==> config.mk <==
export PLATFORM = sky130hd
export DESIGN_NAME = cmo_ctrl
export DESIGN_NICKNAME = d
export VERILOG_FILES = /design/src/rtl/cmo_pkg.sv /design/src/rtl/cmo_sync_if.sv /design/src/rtl/cmo_ctrl.sv /design/src/rtl/cmo_sync.sv
export SDC_FILE = /design/constraint.sdc
export NUM_CORES = 1
export LEC_CHECK = 0
export ABC_CLOCK_PERIOD_IN_PS = 1500
export BUFFER_PORTS_ARGS = -buffer_cell sky130_fd_sc_hd__buf_2
export CAP_MARGIN = 0
export CELL_PAD_IN_SITES_DETAIL_PLACEMENT = 0
export CELL_PAD_IN_SITES_GLOBAL_PLACEMENT = 1
export CORE_MARGIN = 3
export CORE_UTILIZATION = 33
export CTS_BUF_LIST = sky130_fd_sc_hd__clkbuf_4
export DETAILED_ROUTE_END_ITERATION = 12
export PLACE_DENSITY = 0.87
export SLEW_MARGIN = 20
export SYNTH_ARGS = -nofsm -noshare
export SYNTH_HDL_FRONTEND = slang
export SYNTH_SLANG_ARGS = --single-unit
==> constraint.sdc <==
create_clock -name pclk -period 1.5 [get_ports pclk]
set_clock_uncertainty 0.05 [all_clocks]
set_input_delay 0.3 -clock pclk [delete_from_list [all_inputs] [get_ports pclk]]
set_output_delay 0.3 -clock pclk [all_outputs]
set_load 0.05 [all_outputs]
==> src/rtl/cmo_pkg.sv <==
// Purpose: Constants for the comparator one control block.
// Assumes: APB with 32-bit data, one aligned word per register.
// Notes:   Register offsets other than the control word are local choices.
package cmo_pkg;

  localparam logic [11:0] CMO_OFS_CTRL   = 12'h000;
  localparam logic [11:0] CMO_OFS_STATUS = 12'h004;
  localparam logic [11:0] CMO_OFS_MASK   = 12'h008;

  localparam int CMO_BIT_RESULT  = 7;
  localparam int CMO_BIT_PIN_DIS = 6;
  localparam int CMO_BIT_POL     = 5;
  localparam int CMO_BIT_TMR_SEL = 4;
  localparam int CMO_BIT_ON      = 3;
  localparam int CMO_BIT_NEG_SEL = 2;
  localparam int CMO_BIT_POS_SEL = 1;
  localparam int CMO_BIT_WAKE    = 0;

  localparam logic [7:0] CMO_CTRL_RST = 8'hff;
  localparam logic [7:0] CMO_CTRL_WMASK = 8'h7f;
  localparam logic [0:0] CMO_STAT_RST = 1'h0;
  localparam logic [0:0] CMO_MASK_RST = 1'h0;

  // Pin index of the two comparator inputs in the pin override vector.
  localparam int CMO_PIN_INP = 0;
  localparam int CMO_PIN_INN = 1;

endpackage : cmo_pkg

==> src/rtl/cmo_sync_if.sv <==
// Purpose: Carries the filtered comparator level between the two modules.
// Assumes: Single clock domain.
// Notes:   The filter drives, the control block consumes.
interface cmo_sync_if;
  logic level;
  logic changed;
  modport src (output level, output changed);
  modport dst (input level, input changed);
endinterface : cmo_sync_if

==> src/rtl/cmo_ctrl.sv <==
// Purpose: Control and status register for comparator one, with pin overrides.
// Assumes: APB slave, 32-bit data, one clock, asynchronous active-low reset.
// Notes:   Status and mask words sit behind the control word at local offsets.
// Function
// [RULE_01] Output path passes result when polarity bit is one, inverted when zero.
// [RULE_02] Enabled comparator with pin input selected forces that pin analog input.
// [RULE_03] Override never alters the stored analog-select value.
// [RULE_04] Comparator off returns pins to own direction and analog-select.
// [RULE_05] Wake-on-change bit gates the wake flag; zero means enabled.
// [RULE_06] Result bit is read-only; other control bits read and write.
// [RULE_07] Wake flag sets on change after a control read when wake enabled.
// [RULE_08] Reset loads all ones, placing comparator input pins in analog mode.
// [RULE_09] Result is low when positive input is below negative, else high.
module cmo_ctrl
  import cmo_pkg::*;
(
  input  wire logic        pclk,
  input  wire logic        presetn,
  input  wire logic        psel,
  input  wire logic        penable,
  input  wire logic        pwrite,
  input  wire logic [11:0] paddr,
  input  wire logic [31:0] pwdata,
  output logic             pready,
  output logic [31:0]      prdata,
  output logic             pslverr,
  input  wire logic        cmp_raw,
  input  wire logic [1:0]  pin_direction,
  input  wire logic [1:0]  analog_pin_select,
  output logic [1:0]       pin_direction_eff,
  output logic [1:0]       analog_pin_select_eff,
  output logic             cmp_pin_out,
  output logic             cmp_pin_oe,
  output logic             timer_clk_from_cmp,
  output logic             cmp_power_on,
  output logic             neg_input_sel,
  output logic             pos_input_sel,
  output logic             cmp_wake_flag,
  output logic             irq
);

  typedef struct packed {
    logic [6:0] ctrl;
    logic       armed;
    logic       wake;
    logic       mask;
    logic       outp;
    logic [1:0] dir_eff;
    logic [1:0] ans_eff;
    logic [31:0] rdata;
  } cmo_ctrl_st_t;

  cmo_ctrl_st_t st_ff;
  cmo_ctrl_st_t nxt_st;
  cmo_sync_if   sync_bus ();

  logic       acc;
  logic       wr;
  logic       rd;
  logic       hit;
  logic       res;
  logic [7:0] ctrl_word;

  cmo_sync u_sync (
    .pclk    (pclk),
    .presetn (presetn),
    .raw_in  (cmp_raw),
    .out     (sync_bus)
  );

  // Apply polarity to a raw result.
  function automatic logic cmo_pol(input logic r, input logic pol);
    return pol ? r : ~r;
  endfunction

  function automatic logic cmo_decode(input logic [11:0] a);
    return (a == CMO_OFS_CTRL) || (a == CMO_OFS_STATUS) || (a == CMO_OFS_MASK);
  endfunction

  assign res       = sync_bus.level; // RULE_09
  assign ctrl_word = {res, st_ff.ctrl};
  assign acc       = psel && penable;
  assign hit       = cmo_decode(paddr);
  assign wr        = acc && pwrite && hit;
  assign rd        = acc && !pwrite && hit;

  always_comb
  begin
    nxt_st = st_ff;
    if (wr && paddr == CMO_OFS_CTRL)
      nxt_st.ctrl = pwdata[6:0] & CMO_CTRL_WMASK[6:0]; // RULE_06
    if (wr && paddr == CMO_OFS_MASK)
      nxt_st.mask = pwdata[0];
    // A control read arms the change detector that sets the wake flag.
    if (rd && paddr == CMO_OFS_CTRL)
      nxt_st.armed = 1'b1; // RULE_07
    if (wr && paddr == CMO_OFS_STATUS && pwdata[0])
      nxt_st.wake = 1'b0;
    // Setting after clearing lets a same-cycle event win.
    if (st_ff.armed && !st_ff.ctrl[CMO_BIT_WAKE] && sync_bus.changed)
      nxt_st.wake = 1'b1; // RULE_05 RULE_07
    nxt_st.outp = cmo_pol(res, st_ff.ctrl[CMO_BIT_POL]); // RULE_01
    // Only a pin that the comparator really uses is taken over; the other stays with software.
    for (int i = 0; i < 2; i++)
    begin
      logic sel;
      sel = (i == CMO_PIN_INP) ? st_ff.ctrl[CMO_BIT_POS_SEL]
                               : (st_ff.ctrl[CMO_BIT_NEG_SEL] || !st_ff.ctrl[CMO_BIT_POS_SEL]);
      if (st_ff.ctrl[CMO_BIT_ON] && sel)
      begin
        nxt_st.dir_eff[i] = 1'b1; // RULE_02
        nxt_st.ans_eff[i] = 1'b1; // RULE_02 RULE_03
      end
      else
      begin
        nxt_st.dir_eff[i] = pin_direction[i]; // RULE_04
        nxt_st.ans_eff[i] = analog_pin_select[i]; // RULE_04
      end
    end
    // Read data is registered in the setup cycle, so it stands through the access phase.
    nxt_st.rdata = 32'h0;
    if (psel && !penable && !pwrite)
    begin
      case (paddr)
        CMO_OFS_CTRL:   nxt_st.rdata = {24'h0, ctrl_word};
        CMO_OFS_STATUS: nxt_st.rdata = {31'h0, st_ff.wake};
        CMO_OFS_MASK:   nxt_st.rdata = {31'h0, st_ff.mask};
        default:        nxt_st.rdata = 32'h0;
      endcase
    end
    else
      nxt_st.rdata = st_ff.rdata;
  end

  always_ff @(posedge pclk or negedge presetn)
  begin
    if (!presetn)
    begin
      st_ff         <= '0;
      st_ff.ctrl    <= CMO_CTRL_RST[6:0]; // RULE_08
      st_ff.wake    <= CMO_STAT_RST[0];
      st_ff.mask    <= CMO_MASK_RST[0];
      st_ff.outp    <= 1'b1;
      st_ff.dir_eff <= 2'h3;
      st_ff.ans_eff <= 2'h3;
    end
    else
      st_ff <= nxt_st;
  end

  assign pready                = 1'b1;
  assign pslverr               = acc && !hit;
  assign prdata                = st_ff.rdata;
  assign pin_direction_eff     = st_ff.dir_eff;
  assign analog_pin_select_eff = st_ff.ans_eff;
  assign cmp_pin_out           = st_ff.outp; // RULE_01
  assign cmp_pin_oe            = !st_ff.ctrl[CMO_BIT_PIN_DIS];
  assign timer_clk_from_cmp    = !st_ff.ctrl[CMO_BIT_TMR_SEL];
  assign cmp_power_on          = st_ff.ctrl[CMO_BIT_ON];
  assign neg_input_sel         = st_ff.ctrl[CMO_BIT_NEG_SEL];
  assign pos_input_sel         = st_ff.ctrl[CMO_BIT_POS_SEL];
  assign cmp_wake_flag         = st_ff.wake;
  assign irq                   = st_ff.wake && st_ff.mask;
endmodule // cmo_ctrl

==> src/rtl/cmo_sync.sv <==
// Purpose: Synchronise the raw analog comparator decision into pclk.
// Assumes: Raw input is asynchronous to pclk.
// Notes:   A change counts once the second and third stages agree.
module cmo_sync
  import cmo_pkg::*;
(
  input  wire logic pclk,
  input  wire logic presetn,
  input  wire logic raw_in,
  cmo_sync_if.src   out
);

  typedef struct packed {
    logic s1;
    logic s2;
    logic s3;
    logic lvl;
    logic chg;
  } cmo_sync_st_t;

  cmo_sync_st_t st_ff;
  cmo_sync_st_t nxt_st;

  always_comb
  begin
    nxt_st     = st_ff;
    nxt_st.s1  = raw_in;
    nxt_st.s2  = st_ff.s1;
    nxt_st.s3  = st_ff.s2;
    nxt_st.chg = 1'b0;
    if ((st_ff.s2 == st_ff.s3) && (st_ff.s3 != st_ff.lvl))
    begin
      nxt_st.lvl = st_ff.s3;
      nxt_st.chg = 1'b1;
    end
  end

  // Reset to one so the result matches the all-ones control word at reset.
  always_ff @(posedge pclk or negedge presetn)
  begin
    if (!presetn)
      st_ff <= '{s1: 1'b1, s2: 1'b1, s3: 1'b1, lvl: 1'b1, chg: 1'b0};
    else
      st_ff <= nxt_st;
  end

  assign out.level   = st_ff.lvl;
  assign out.changed = st_ff.chg;

endmodule // cmo_sync

==> results.md <==
- CP startpoint kind: input pin
- Reg2Reg Depth: 3
- Die area: 0.00541 mm²
- CTS tree: done
- Cell taking the most area after synthesis: dfstp_2
- R2R Path End: analog_pin_select_eff[1]
- CTS max path bufs: 2
- Syn. warnings: 0
- Worst Path Arrival: 1130 ps
- Die X: 73.6 µm
- Synth top area share: 27.9%
- Post-synth EDFFs: 0
- CTS Sinks: 28
- Post-route cell area: 0.00183 mm²
- Share of layout cells above drive strength 1: 50.5%
- Worst hold path class: input pin to flip-flop
- Hold path start: pin_direction[0]
- Port-buffer cells: 49
- Worst Path Buf+Inv: 3
- Diode count: 0
- Family with the most delay on the worst path: buffers and inverters
- Final period utilization: 98.9%
- CP required: 1150 ps
- Gr usage total: 10.6%
- Pwr dens: 780 mW/mm²
- Post-route ant nets: 0
- Crit-path cells: buf_2, nor4_4, buf_4, a41oi_4, buf_6
- Routed len/inst: 12.2 µm
- Vias in the first global route: 948
- Crit Path Max Fanout: 2
- Routed wire length: 2920 µm
- Row cnt: 23
- RSZ-0062 raised after global routing: yes
- Clock transition at path regs: 130 ps
- Commonest cells post-synth: buf_4 (37), nand2_1 (17), dfstp_2 (16)
- Vias per cell: 4.30
- Worst Tran Pin Value: 607 ps
- Hold-critical path depth: 2
- Placer Congestion: 0.865
- R2R Setup Slk: 350 ps
- RR Startpoint: pos_input_sel
- Total Nets Final: 245
- Skew-Pair Late Insertion Delay: 320 ps
- GRT overflow: 0
- Netlist cell types: 31
- Min Hold Slack: 97.6 ps
- Critical Path End Type: primary output
- Max VDD drop: 0.000522 V
- # DRC: 0
- Most used DFF post-synth: dfstp_2
- Max-cap violations: 0
- Hold path endpoint: pin_direction_eff[0]
- Area of the mapped netlist: 0.00151 mm²
- DRT Pass-1 Iters: 4
- Final setup viols: 0
- Total CTS buffers: 3
- Flops & latches, synth: 28
- Synth async-reset ratio: 100%
- Count leader, synth: buf_4
- Sequential share of the synthesized area: 47.8%
- Initial antenna violation count: 0
- Hpwl dp: 2280 µm
- CORE AREA: 0.00420 mm²
- Outcome: finished clean
- Leakage Power: 0.896 nW
- Initial Utilization: 35.9%
- FMAX: 674 MHz
- Die H: 73.6 µm
- Vias after detailed routing: 1032
- Root Driver: clkbuf_4
- Post-layout min period: 1480 ps
- Slew headroom: 59.5%
- H-tree levels: 1
- Final Hold Viols: 0
- CP peak stage delay: 270 ps
- Post-placement cell area: 0.00169 mm²
- Mapped Cells: 138
- IO Count: 100
- P&R area growth vs syn: 21.6%
- First-pass GRT wire length: 4430 µm
- Synth area leaders: dfstp_2 (28%), dfrtp_1 (20%), buf_4 (18%)
- Initial DRC count: 23
- Slew Viols, Final: 0
- Slowest cell on crit path: nor4_4
- Syn avg cell area: 10.9 µm²
- Largest net degree at the start of global routing: 29
- Crit Path Category: input pin to primary output
==> how the worst max path moves through the flow <==
| stage | from | to | slack (ps) | depth (start not counted) |
|---|---|---|---|---|
| floorplan | paddr[5] | ctrl_word[6] | 30 | 3 |
| global route | paddr[9] | pslverr | -20 | 5 |
| global placement | paddr[5] | pslverr | -50 | 5 |
| CTS | cmp_wake_flag | irq | 3 | 2 |
| finish | paddr[9] | pslverr | 20 | 5 |
| detailed placement | paddr[9] | prdata[4] | -70 | 5 |
==> per-stage QoR <==
stage	cells	TNS (ps)	power, W	utilization, %	worst slack [ps]
floorplan	161	0	0.00108	-	34.5
global route	240	-17.2	0.00149	43.6	-17.2
global placement	229	-327	0.00111	40.3	-50.6
finish	240	0	0.00143	43.6	15.9
detailed placement	229	-587	0.00112	40.3	-69.5
CTS	238	0	0.00144	42.5	3.46
==> power by group <==
group / total (W) / internal (W) / switching, W
clock network: 0.000312 / 0.0000976 / 0.000215
registers: 0.000797 / 0.000787 / 0.00000989
logic: 0.000320 / 0.0000752 / 0.000245
==> cell usage in the layout (no fill, tap or decap) <==
cell type and n:
xnor2_1 1, mux2_2 7, conb_1 25, o2bb2ai_1 1
clkinv_1 1, or3b_2 1, dfstp_2 16, nand2b_1 2
a41oi_4 1, nand2_1 17, and2_2 1, nor4_2 1
nor3b_1 1, mux2_4 1, nor4_4 2, a21oi_1 1
and3_1 1, nor4b_1 1, o31ai_1 4, buf_2 37
o21ai_0 7, dlygate4sd3_1 2, nand4_2 1, nor2_1 4
buf_6 7, nand3b_1 2, dfrtp_1 12, o21a_1 1
clkbuf_4 8, nand4_4 1, inv_1 4, a21o_1 3
buf_4 12, nand4_1 3, mux2i_1 1
==> final cells by class <==
type,instances,area [µm²]
fill,418,2370
sequential,28,721
multi-input combinational,91,596
timing repair buffer,63,412
tap,50,62.6
clock buffer,3,22.5
inverter,4,15.0
clock inverter,1,3.75
==> routing by layer <==
layer	track usage, %	wire length, µm	up-vias
met5	0	0	-
met4	2.82	19	0
met3	3.42	208	2
met2	16.3	1460	38
met1	14.3	1230	479
li1	-	-	513
==> flip-flops by register name (all words and copies together), names as in the netlist <==
signal                 flops
u_sync.st_ff               1
u_sync.nxt_st              2
cmp_power_on               1
pos_input_sel              1
cmp_wake_flag              1
prdata                     8
u_sync.out.changed         1
ctrl_word                  4
st_ff                      2
cmp_pin_out                1
u_sync.out.level           1
pin_direction_eff          2
analog_pin_select_eff      2
neg_input_sel              1
==> cells by family after synthesis <==
group | synth area share, %
xor+xnor | 0.582
simple gates | 16.7
other cells | 0.499
flops | 47.8
buf+inv | 19.7
compound gates | 7.81
mux | 6.89
==> worst register-to-register path: stages (launching register included) <==
cell and delay, ps:
dfstp_2 600, inv_1 70, o21ai_0 280, nand2b_1 90
==> what timing repair did <==
action | 4_1_cts | 5_1_grt
endpoints found under the setup margin | 6 | 11
resized for setup | 9 | 11
setup buffers | 3 | 2
endpoints found under the hold margin | 13 | 0
gates cloned | 0 | 0
hold buffers | 2 | 0
Note: power is estimated with default switching activity, not from simulation.
